**config.mk**
```make
export PLATFORM = sky130hd
export DESIGN_NAME = intc_top
export DESIGN_NICKNAME = d
export VERILOG_FILES = /design/src/rtl/intc_pkg.sv /design/src/rtl/intc_top.sv
export SDC_FILE = /design/constraint.sdc
export NUM_CORES = 1
export LEC_CHECK = 0
export ABC_AREA = 1
export BUFFER_PORTS_ARGS = -buffer_cell sky130_fd_sc_hd__buf_2
export CAP_MARGIN = 15
export CORE_ASPECT_RATIO = 0.5
export CORE_UTILIZATION = 41
export DETAILED_ROUTE_END_ITERATION = 8
export HOLD_SLACK_MARGIN = 0.06
export RECOVER_POWER = 100
export SLEW_MARGIN = 5
export SYNTH_ARGS = -nofsm -noshare
export SYNTH_HDL_FRONTEND = slang
export SYNTH_SLANG_ARGS = --single-unit
```
**constraint.sdc**
```tcl
create_clock -name i_clk -period 7.6 [get_ports i_clk]
set_input_delay 1.14 -clock i_clk [delete_from_list [all_inputs] [get_ports i_clk]]
set_output_delay 1.14 -clock i_clk [all_outputs]
set_load 0.01 [all_outputs]
```
**src/rtl/intc_pkg.sv**
```systemverilog
// shared constants and carrier types for the interrupt control block
package intc_pkg;

  // ------------------------------------------------------------------
  // register offsets on the plain register port
  // ------------------------------------------------------------------
  localparam logic [7:0] CENTRAL_CTRL_ADDR = 8'he6; // central_interrupt_control
  localparam logic [7:0] EDGE_SEL_ADDR     = 8'hf2; // external_trigger_edge
  localparam logic [7:0] PENDING_ADDR      = 8'hf3; // external_pending_flags
  localparam logic [7:0] MASK_ADDR         = 8'hf4; // external_mask_reg
  localparam logic [7:0] PRIORITY_ADDR     = 8'hf5; // external_priority_reg
  localparam logic [7:0] TOP_CFG_ADDR      = 8'hf6; // external_vector_config
  localparam logic [7:0] NESTED_ADDR       = 8'hf7; // nested_hold_levels

  // ------------------------------------------------------------------
  // reset values
  // ------------------------------------------------------------------
  localparam logic [7:0] CENTRAL_CTRL_RST  = 8'h87;
  localparam logic [7:0] EDGE_SEL_RST      = 8'h00;
  localparam logic [7:0] PENDING_RST       = 8'h00;
  localparam logic [7:0] MASK_RST          = 8'h00;
  localparam logic [7:0] PRIORITY_RST      = 8'hff;
  localparam logic [7:0] TOP_CFG_RST       = 8'h06;
  localparam logic [7:0] NESTED_RST        = 8'h00;

  // ------------------------------------------------------------------
  // field positions
  // ------------------------------------------------------------------
  localparam int unsigned TIMER_EN_BIT     = 7;  // multifunction_timer_enable
  localparam int unsigned TOP_PEND_BIT     = 6;  // top_pending
  localparam int unsigned TOP_EN_BIT       = 5;  // top_maskable_enable
  localparam int unsigned IEN_BIT          = 4;  // global_irq_enable
  localparam int unsigned MODE_BIT         = 3;  // arbitration_mode_select
  localparam int unsigned CPL_MSB          = 2;  // current_priority_level
  localparam int unsigned TOP_EDGE_BIT     = 3;  // top_edge_select
  localparam int unsigned TOP_SRC_BIT      = 2;  // top_source_select
  localparam int unsigned VEC_MSB          = 7;  // vector high nibble
  localparam int unsigned VEC_LSB          = 4;
  localparam int unsigned NOT_MASKABLE_BIT = 7;  // top_not_maskable
  localparam int unsigned HOLD_MSB         = 6;  // hold levels 6..0

  // ------------------------------------------------------------------
  // timing counts in core clock cycles
  // ------------------------------------------------------------------
  localparam logic [2:0] ARB_CYCLES        = 3'h5;
  localparam logic [2:0] SAMPLE_SLOT       = 3'h4;
  localparam logic [4:0] ENTRY_BASE        = 5'h12; // 18 cycles
  localparam logic [4:0] ENTRY_STACK_RF    = 5'h02;
  localparam logic [4:0] ENTRY_SEG_PUSH    = 5'h02;
  localparam logic [4:0] ENTRY_WAKE        = 5'h01;
  localparam logic [2:0] LEVEL_LOWEST      = 3'h7;
  // vector handed out for the top-level channel; value is arbitrary
  localparam logic [7:0] TOP_VECTOR        = 8'h00;

  // ------------------------------------------------------------------
  // carrier types
  // ------------------------------------------------------------------
  typedef struct packed {
    logic       wr;     // write strobe
    logic       rd;     // read strobe
    logic [7:0] addr;   // register offset
    logic [7:0] wdata;  // write data
  } reg_bus_t;

  typedef struct packed {
    logic iret;         // return from routine, one-cycle pulse
    logic ei;           // enable-interrupts instruction
    logic di;           // disable-interrupts instruction
    logic wrote;        // current instruction has performed a write
    logic instr_end;    // current instruction completes this cycle
    logic wfi;          // core sits in wait-for-interrupt
    logic stack_rf;     // system stack lives in the register file
    logic seg_push;     // segment_push_enable
  } cpu_in_t;

  typedef struct packed {
    logic       top;    // top-level request pending service
    logic       irq;    // channel request pending service
    logic [2:0] level;  // level of the request
    logic [7:0] vector; // vector table entry
  } cpu_req_t;

endpackage

```
**src/rtl/intc_top.sv**
```systemverilog
// top-level and external channel interrupt controller with register port
`timescale 1ns/100ps
// Behaviour
// - top source: pin when select 1, watchdog 0
// - pin edge: rising when set, falling cleared
// - top event sets pending; ack clears
// - maskable top needs enable, global, pending
// - not-maskable bit set-only, bypasses global enable
// - top routine never preempted by anything
// - top entry/return leave enable, level alone
// - channel pending set by hardware, software
// - channel request needs mask, pending, enable
// - 3-bit level, 7 never acknowledged; vector
// - sample every 5 cycles; ack one more
// - abort without write, else wait completion
// - channel latency 26 to 55 cycles
// - top latency 22 to 51 cycles
// - entry 18, +2 stack, +2 segment, +1 wake
// - channel entry clears enable, channel return/ei sets it
// - mode bit: 0 concurrent, 1 nested
// - current level writable, nested hardware updates
// - control bit 7 enables multifunction timer
// - eight edge bits, 1 rising 0 falling
// - external pending set on edge, ack clears
// - external mask 0 blocks the channel
// - pair priority plus fixed channel lsb
module intc_top (
  // clock and reset
  input  wire logic               i_clk,
  input  wire logic               i_nrst,
  // register port
  input  wire intc_pkg::reg_bus_t i_bus,
  output logic [7:0]              o_rdata,
  // event sources
  input  wire logic [7:0]         i_ext_pin,
  input  wire logic               i_nmi_pin,
  input  wire logic               i_wdg_eoc,
  // core sequencer
  input  wire intc_pkg::cpu_in_t  i_cpu,
  output intc_pkg::cpu_req_t      o_req,
  output logic                    o_abort,
  output logic                    o_take,
  output logic [4:0]              o_entry_cycles,
  // peripheral control
  output logic                    o_timer_enable
);
  import intc_pkg::*;

  // ------------------------------------------------------------------
  // state and declarations
  // ------------------------------------------------------------------
  typedef enum logic [1:0] {ST_ARB, ST_REQ, ST_ACK} arb_st_t;
  logic [7:0] central_q, central_d;   // central_interrupt_control
  logic [7:0] edge_q,    edge_d;      // external_trigger_edge
  logic [7:0] pend_q,    pend_d;      // external_pending_flags
  logic [7:0] mask_q,    mask_d;      // external_mask_reg
  logic [7:0] prio_q,    prio_d;      // external_priority_reg
  logic [7:0] topcfg_q,  topcfg_d;    // external_vector_config
  logic [7:0] nested_q,  nested_d;    // nested_hold_levels
  logic       top_act_q, top_act_d;   // top routine is running
  logic [2:0] cnt_q,     cnt_d;       // arbitration slot counter
  arb_st_t    st_q,      st_d;        // arbitration state
  logic [2:0] win_q,     win_d;       // channel that won
  cpu_req_t   req_q,     req_d;       // request to the core
  logic       take_q,    take_d;      // entry cycle granted
  logic       abort_q,   abort_d;     // abort current instruction
  logic [7:0] rdata_q,   rdata_d;     // read answer
  logic [4:0] entry_q,   entry_d;     // entry cycle length
  // pin synchronisers; stage one feeds stage two only
  logic [7:0] ext_s1_q, ext_s2_q, ext_prev_q;
  logic       nmi_s1_q, nmi_s2_q, nmi_prev_q;
  logic [7:0] ext_evt;                // edge seen on a channel
  logic       top_evt;                // selected top-level event
  logic [7:0] cand;                   // channels allowed to request
  logic       top_cand;               // top-level allowed to request
  logic       go;                     // entry cycle starts now
  // level of channel idx from its pair field plus fixed lsb
  function automatic logic [2:0] chan_level(input logic [7:0] plr, input int idx);
    chan_level = {plr[(idx / 2) * 2 + 1], plr[(idx / 2) * 2], idx[0]};
  endfunction

  // ------------------------------------------------------------------
  // edge detection
  // ------------------------------------------------------------------
  // inputs sit behind two flops, so a source must hold each level a full clock
  for (genvar g = 0; g < 8; g++) begin : g_edge
    // rising when the edge bit is set, falling otherwise
    assign ext_evt[g] = edge_q[g] ? (ext_s2_q[g] & ~ext_prev_q[g])
                                  : (~ext_s2_q[g] & ext_prev_q[g]);
  end
  // top source mux: pin edge or watchdog end of count
  always_comb begin
    if (topcfg_q[TOP_SRC_BIT]) begin
      top_evt = topcfg_q[TOP_EDGE_BIT] ? (nmi_s2_q & ~nmi_prev_q)
                                       : (~nmi_s2_q & nmi_prev_q);
    end else begin
      top_evt = i_wdg_eoc;
    end
  end

  // ------------------------------------------------------------------
  // request qualification
  // ------------------------------------------------------------------
  always_comb begin
    cand = pend_q & mask_q & {8{central_q[IEN_BIT]}};
    top_cand = central_q[TOP_PEND_BIT] &
               (nested_q[NOT_MASKABLE_BIT] |
                (central_q[TOP_EN_BIT] & central_q[IEN_BIT]));
    // abort right away unless a write already happened
    go = (st_q == ST_REQ) & (~i_cpu.wrote | i_cpu.instr_end);
  end

  // ------------------------------------------------------------------
  // next state of registers and arbitration
  // ------------------------------------------------------------------
  always_comb begin
    logic [2:0] best;
    logic [2:0] best_ch;
    logic       found;
    logic [2:0] pop;
    logic       popped;
    best    = central_q[CPL_MSB:0];
    best_ch = 3'h0;
    found   = 1'b0;
    pop     = LEVEL_LOWEST;
    popped  = 1'b0;
    central_d = central_q;
    edge_d    = edge_q;
    pend_d    = pend_q;
    mask_d    = mask_q;
    prio_d    = prio_q;
    topcfg_d  = topcfg_q;
    nested_d  = nested_q;
    top_act_d = top_act_q;
    st_d      = st_q;
    win_d     = win_q;
    req_d     = req_q;
    take_d    = 1'b0;
    abort_d   = 1'b0;
    rdata_d   = 8'h00;
    // arbitration runs on its own, regardless of instruction flow
    cnt_d = (cnt_q == ARB_CYCLES - 3'h1) ? 3'h0 : cnt_q + 3'h1;
    // software writes
    if (i_bus.wr) begin
      unique case (i_bus.addr)
        CENTRAL_CTRL_ADDR: central_d = i_bus.wdata;
        EDGE_SEL_ADDR:     edge_d    = i_bus.wdata;
        PENDING_ADDR:      pend_d    = i_bus.wdata;
        MASK_ADDR:         mask_d    = i_bus.wdata;
        PRIORITY_ADDR:     prio_d    = i_bus.wdata;
        TOP_CFG_ADDR:      topcfg_d  = i_bus.wdata;
        // not-maskable bit can only be set; hold levels are writable
        NESTED_ADDR: begin
          nested_d = {nested_q[NOT_MASKABLE_BIT] | i_bus.wdata[NOT_MASKABLE_BIT],
                      i_bus.wdata[HOLD_MSB:0]};
        end
        default: ;
      endcase
    end
    // read answer, valid the cycle after the strobe only
    if (i_bus.rd) begin
      unique case (i_bus.addr)
        CENTRAL_CTRL_ADDR: rdata_d = central_q;
        EDGE_SEL_ADDR:     rdata_d = edge_q;
        PENDING_ADDR:      rdata_d = pend_q;
        MASK_ADDR:         rdata_d = mask_q;
        PRIORITY_ADDR:     rdata_d = prio_q;
        TOP_CFG_ADDR:      rdata_d = topcfg_q;
        NESTED_ADDR:       rdata_d = nested_q;
        default:           rdata_d = 8'h00;
      endcase
    end
    // enable instructions
    if (i_cpu.ei) begin
      central_d[IEN_BIT] = 1'b1;
    end else if (i_cpu.di) begin
      central_d[IEN_BIT] = 1'b0;
    end
    // return from a routine
    if (i_cpu.iret) begin
      if (top_act_q) begin
        top_act_d = 1'b0;
      end else begin
        central_d[IEN_BIT] = 1'b1;
        if (central_q[MODE_BIT]) begin
          // pop the most urgent held level back into the current level
          for (int i = HOLD_MSB; i >= 0; i--) begin
            if (nested_q[i]) begin
              pop    = 3'(i);
              popped = 1'b1;
            end
          end
          central_d[CPL_MSB:0] = pop;
          if (popped) begin
            nested_d[pop] = 1'b0;
          end
        end
      end
    end
    // pick the most urgent channel, strictly above the current level
    for (int i = 0; i < 8; i++) begin
      if (cand[i] && (chan_level(prio_q, i) < best)) begin
        best    = chan_level(prio_q, i);
        best_ch = 3'(i);
        found   = 1'b1;
      end
    end
    unique case (st_q)
      // sample only on the slot; a running top routine blocks all
      ST_ARB: begin
        if ((cnt_q == SAMPLE_SLOT) && !top_act_q) begin
          if (top_cand) begin
            req_d = '{top: 1'b1, irq: 1'b0, level: 3'h0, vector: TOP_VECTOR};
            st_d  = ST_REQ;
          end else if (found) begin
            req_d = '{top: 1'b0, irq: 1'b1, level: best,
                      vector: {topcfg_q[VEC_MSB:VEC_LSB], best_ch, 1'b0}};
            win_d = best_ch;
            st_d  = ST_REQ;
          end
        end
      end
      // wait for a safe point in the current instruction
      ST_REQ: begin
        if (go) begin
          abort_d = ~i_cpu.wrote;
          take_d  = 1'b1;
          st_d    = ST_ACK;
          req_d   = '0;
          if (req_q.top) begin
            // top entry keeps the enable, level and hold bits
            top_act_d                = 1'b1;
            central_d[TOP_PEND_BIT]  = 1'b0;
          end else begin
            central_d[IEN_BIT] = 1'b0;
            pend_d[win_q]      = 1'b0;
            if (central_q[MODE_BIT] && (central_q[CPL_MSB:0] != LEVEL_LOWEST)) begin
              nested_d[central_q[CPL_MSB:0]] = 1'b1;
            end
            if (central_q[MODE_BIT]) begin
              central_d[CPL_MSB:0] = req_q.level;
            end
          end
        end
      end
      // the extra acknowledge cycle
      ST_ACK: st_d = ST_ARB;
      default: st_d = ST_ARB;
    endcase
    // hardware sets come last so a clear in the same cycle loses
    pend_d = pend_d | ext_evt;
    if (top_evt) begin
      central_d[TOP_PEND_BIT] = 1'b1;
    end
    // entry cycle length for the next service
    entry_d = ENTRY_BASE
            + (i_cpu.stack_rf ? ENTRY_STACK_RF : 5'h00)
            + (i_cpu.seg_push ? ENTRY_SEG_PUSH : 5'h00)
            + (i_cpu.wfi ? ENTRY_WAKE : 5'h00);
  end

  // ------------------------------------------------------------------
  // registers
  // ------------------------------------------------------------------
  // synchronous reset of all control state
  always_ff @(posedge i_clk) begin
    if (!i_nrst) begin
      central_q  <= CENTRAL_CTRL_RST;
      edge_q     <= EDGE_SEL_RST;
      pend_q     <= PENDING_RST;
      mask_q     <= MASK_RST;
      prio_q     <= PRIORITY_RST;
      topcfg_q   <= TOP_CFG_RST;
      nested_q   <= NESTED_RST;
      top_act_q  <= 1'b0;
      cnt_q      <= 3'h0;
      st_q       <= ST_ARB;
      win_q      <= 3'h0;
      req_q      <= '0;
      take_q     <= 1'b0;
      abort_q    <= 1'b0;
      rdata_q    <= 8'h00;
      entry_q    <= ENTRY_BASE;
    end else begin
      central_q  <= central_d;
      edge_q     <= edge_d;
      pend_q     <= pend_d;
      mask_q     <= mask_d;
      prio_q     <= prio_d;
      topcfg_q   <= topcfg_d;
      nested_q   <= nested_d;
      top_act_q  <= top_act_d;
      cnt_q      <= cnt_d;
      st_q       <= st_d;
      win_q      <= win_d;
      req_q      <= req_d;
      take_q     <= take_d;
      abort_q    <= abort_d;
      rdata_q    <= rdata_d;
      entry_q    <= entry_d;
    end
  end

  // synchronisers run through reset, so no false edge appears when it lifts
  always_ff @(posedge i_clk) begin
    ext_s1_q   <= i_ext_pin;
    ext_s2_q   <= ext_s1_q;
    ext_prev_q <= ext_s2_q;
    nmi_s1_q   <= i_nmi_pin;
    nmi_s2_q   <= nmi_s1_q;
    nmi_prev_q <= nmi_s2_q;
  end

  // outputs straight from flops
  assign o_rdata        = rdata_q;
  assign o_req          = req_q;
  assign o_abort        = abort_q;
  assign o_take         = take_q;
  assign o_entry_cycles = entry_q;
  assign o_timer_enable = central_q[TIMER_EN_BIT];

  // ------------------------------------------------------------------
  // assertions
  // ------------------------------------------------------------------
  property p_pend_set_wins;
    @(posedge i_clk) disable iff (!i_nrst)
      (ext_evt != 8'h00) |=> ((pend_q & $past(ext_evt)) == $past(ext_evt));
  endproperty
  a_pend_set_wins: assert property (p_pend_set_wins)
    else $error("edge event lost from pending flags");
  property p_sample_slot;
    @(posedge i_clk) disable iff (!i_nrst)
      $rose(o_req.irq) || $rose(o_req.top) |-> $past(cnt_q) == SAMPLE_SLOT;
  endproperty
  a_sample_slot: assert property (p_sample_slot)
    else $error("request raised outside the sampling slot");
  property p_irq_needs_enable;
    @(posedge i_clk) disable iff (!i_nrst)
      $rose(o_req.irq) |-> $past(central_q[IEN_BIT]) && $past(cand != 8'h00);
  endproperty
  a_irq_needs_enable: assert property (p_irq_needs_enable)
    else $error("channel request without mask, pending and enable");
  property p_never_level7;
    @(posedge i_clk) disable iff (!i_nrst)
      o_req.irq |-> o_req.level != LEVEL_LOWEST;
  endproperty
  a_never_level7: assert property (p_never_level7)
    else $error("lowest level request raised");
  property p_top_qualified;
    @(posedge i_clk) disable iff (!i_nrst)
      $rose(o_req.top) |-> $past(central_q[TOP_PEND_BIT]) &&
        ($past(nested_q[NOT_MASKABLE_BIT]) ||
         ($past(central_q[TOP_EN_BIT]) && $past(central_q[IEN_BIT])));
  endproperty
  a_top_qualified: assert property (p_top_qualified)
    else $error("top request raised while masked");
  property p_no_preempt;
    @(posedge i_clk) disable iff (!i_nrst)
      top_act_q |-> !o_req.irq && !o_req.top;
  endproperty
  a_no_preempt: assert property (p_no_preempt)
    else $error("request raised during top routine");
  property p_top_keeps_enable;
    @(posedge i_clk) disable iff (!i_nrst)
      take_q && top_act_q && !$past(i_bus.wr) && !$past(i_cpu.ei) && !$past(i_cpu.di) |->
        central_q[IEN_BIT] == $past(central_q[IEN_BIT]) &&
        central_q[CPL_MSB:0] == $past(central_q[CPL_MSB:0]);
  endproperty
  a_top_keeps_enable: assert property (p_top_keeps_enable)
    else $error("top entry changed enable or level");
  property p_entry_clears_enable;
    @(posedge i_clk) disable iff (!i_nrst)
      take_q && !top_act_q |-> !central_q[IEN_BIT] ##1 (st_q == ST_ARB);
  endproperty
  a_entry_clears_enable: assert property (p_entry_clears_enable)
    else $error("channel entry left global enable set");
  property p_abort_safe;
    @(posedge i_clk) disable iff (!i_nrst)
      o_abort |-> o_take && !$past(i_cpu.wrote);
  endproperty
  a_abort_safe: assert property (p_abort_safe)
    else $error("abort after a write");
  property p_entry_len;
    @(posedge i_clk) disable iff (!i_nrst)
      i_cpu.stack_rf && i_cpu.seg_push && i_cpu.wfi |=> o_entry_cycles == 5'h17;
  endproperty
  a_entry_len: assert property (p_entry_len)
    else $error("entry cycle length wrong");
  property p_not_maskable_sticky;
    @(posedge i_clk) disable iff (!i_nrst)
      nested_q[NOT_MASKABLE_BIT] |=> nested_q[NOT_MASKABLE_BIT];
  endproperty
  a_not_maskable_sticky: assert property (p_not_maskable_sticky)
    else $error("not-maskable bit cleared without reset");

endmodule

```
==> metrics.md <==
| Metric | Value |
|---|---|
| Worst Path Max Fanout | `9` |
| Synthesized area per cell | `7.42 µm²` |
| Die width | `approximately 170 µm` |
| Commonest non-fill, non-tap cells in the layout | `129 x nand2_1, 118 x inv_1, 117 x dfxtp_1` |
| Post-Synthesis Cells | `764` |
| Failing checks | `capacitance limit, slew limit` |
| P_int | `1.17 mW` |
| Leak | `2.90 nW` |
| Core area | `13,100 µm²` |
| Min-Delay Path Class | `flip-flop to flip-flop` |
| Max reg flops | `12` |
| Fmax | `around 140 MHz` |
| Status | `finished, violations left` |
| Critical Path Slowest Stage Cell | `a2111oi_0` |
| Initial core utilization | `43.4%` |
| Sw frac | `between 20% and 30%` |
| Drt total wl | `17,000 µm` |
| Layout cells sized above 1 | `14.0%` |
| Ranking of synthesized cells by area | `dfxtp_1 41%, nand2_1 8.5%, inv_1 7.8%` |
| Kind of cell adding the most delay to the critical path | `simple AND/OR/NAND/NOR gates` |
| Worst hold stages | `0` |
| Setup bufs post-CTS | `0` |
| Max clock buf depth | `2` |
| Area growth, synth to finish | `18.0%` |
| Fraction of the yosys area taken by sequential cells | `between 40 and 50%` |
| Gpl congestion | `0.931` |
| Synthesized area | `5670 µm²` |
| DR WL/cell | `16.8 µm` |
| Vias in the first global route | `4,845` |
| DR pass1 iterations | `6` |
| CP endpoint kind | `flip-flop` |
| DRT antenna net count | `0` |
| Setup tns final | `0 ns` |
| Critical path required time | `7.78 ns` |
| Final nets | `880` |
| Slew @ Worst Pin | `2.73 ns` |
| FFs w/ async S/R, synth | `0%` |
| Pins Over Slew Limit | `83` |
| Post_cts resized | `0` |
| Fin worst setup slack | `0.671 ns` |
| Startpoint types | `flip-flop` |
| Sink Count | `117` |
| CTS Buf Count | `17` |
| Clock root cell | `clkbuf_16` |
| WP buf/inv | `2` |
| Clock power frac | `55.1%` |
| CTS tree | `yes` |
| I/O pin total | `67` |
| Worst path max stage delay | `0.70 ns` |
| Grt ovf | `0` |
| Rel. slew slack | `-81.8%` |
| Sequential fraction of design power | `between 40% and 50%` |
| DRC | `0` |
| N_diodes | `0` |
| Share of the synthesized area in the top cell type | `41.3%` |
| Via/cell ratio | `around 5.4` |
| Yosys cell types | `41` |
| Critical path data arrival time | `roughly 7.1 ns` |
| Final Cell Area | `~6700 µm²` |
| Combinational share of power | `3.9%` |
| Max rail drop VDD | `0.147 mV` |
| RSZ-0062 raised after global routing | `no` |
| Most common cell after layout, fill and taps aside | `nand2_1` |
| Row cnt | `29` |
| #FFs+latches synth | `approximately 120` |
| Die area | `14,300 µm²` |
| Antenna violations before repair | `0` |
| Max cap viols | `2` |
| Final Setup Violations | `0` |
| Clk slew on worst S/H paths | `0.06 ns` |
| Post-synth EDFFs | `0` |
| Synth warnings | `0` |
| PortBufs | `63` |
| Post-Route Utilization | `51.2%` |
| CP Depth | `36` |
| Crit Path Category | `flip-flop to flip-flop` |
| Placed instance area | `6120 µm²` |
| Clock skew | `around 0.0067 ns` |
| DR vias | `5,433` |
| DP Worst Slack | `0.801 ns` |
| Synth Flop Type | `dfxtp_1` |
| H-tree depth | `4` |
| First-pass GRT wire length | `26,800 µm` |
| Cell area power density | `232 nW/µm²` |
| Hpwl dp | `12,500 µm` |
| Largest net degree at the start of global routing | `50` |
| R2R cell count | `36` |
| Initial drt markers | `530` |
| Minimum clock period | `slightly below 7 ns` |
| Final hold violations | `0` |
| Switching power | `0.379 mW` |
| Die Height | `between 80 and 90 µm` |
| Gr usage total | `24.8%` |
| Period utilisation layout | `91.2%` |
| Clock latency on the worst-skew pair | `0.42 ns` |
| Post-CTS Hold Fix Bufs | `0` |
| Largest area contributor in the netlist | `dfxtp_1` |
path summary, 6_finish.rpt:
| path | startpoint | end | slack, ns |
|---|---|---|---|
| worst max-delay path | central_q[2] | o_req[3] | 0.67 |
| worst min-delay path | ext_s1_q[2] | ext_s2_q[2] | 0.33 |
| worst max register to register | central_q[2] | o_req[3] | 0.67 |
| worst min register to register | ext_s1_q[2] | ext_s2_q[2] | 0.33 |
power by group through the flow:
stage | registers, mW | logic [mW] | clock network, mW
after floorplan | 0.648 | 0.0337 | 0
after global placement | 0.650 | 0.0593 | 0
after detailed placement | 0.650 | 0.0593 | 0
after CTS | 0.637 | 0.0598 | 0.863
after global routing | 0.639 | 0.0669 | 0.891
final | 0.637 | 0.0599 | 0.855
logic make-up (layout without fill, tap and decap cells):
| logic type | count (synthesis) | in the layout | synth area share, % |
|---|---|---|---|
| simple gates | 310 | 310 | 25.9 |
| compound gates | 177 | 177 | 19.6 |
| buf+inv | 144 | 223 | 10.1 |
| flops | 117 | 117 | 41.3 |
| fa+ha+maj | 11 | 11 | 2.43 |
| other cells | 2 | 3 | 0.132 |
| mux | 2 | 2 | 0.419 |
| xor+xnor | 1 | 1 | 0.155 |
final cells by class:
type	count	area, µm²
Clock buffer	17	425
Clock inverter	15	193
Fill cell	1267	6370
Inverter	125	472
Multi-Input combinational cell	504	2750
Sequential cell	117	2340
Tap cell	170	213
Timing Repair Buffer	66	292
synthesized netlist by cell type, drive strengths merged (2+ instances only):
master,number
o21ai,45
nand3,51
o211ai,16
nand4,11
a221oi,15
dfxtp,117
buf,5
o221ai,6
ha,11
conb,2
nor3,20
nor2,79
clkbuf,14
o22ai,8
a2111oi,2
a21oi,63
a31oi,9
a22oi,4
nand2,147
inv,124
a211oi,8
mux2i,2
metal layers:
metal | global-route usage, % | wire length, µm
met3 | 6.20 | 1610
met1 | 36.7 | 8280
met5 | 0 | 0
met2 | 35.8 | 6970
met4 | 5.70 | 177
stage by stage:
stage / power (mW) / hold WS [ns] / std cells
after global routing: 1.60 / 0.329 / 1014
after floorplan: 0.682 / 0.310 / 765
after CTS: 1.56 / 0.324 / 1014
final: 1.55 / 0.326 / 1014
after global placement: 0.709 / 0.311 / 982
after detailed placement: 0.710 / 0.312 / 982
worst reg2reg max path: cells and delay by family (launching register included):
| family | cells | cell delay (ns) |
|---|---|---|
| flops | 1 | 0.40 |
| mux | 1 | 0.21 |
| compound gates | 6 | 1.98 |
| fa+ha+maj | 4 | 1.05 |
| simple gates | 23 | 2.85 |
| buf+inv | 2 | 0.19 |
Note: power is estimated with default switching activity, not from simulation.
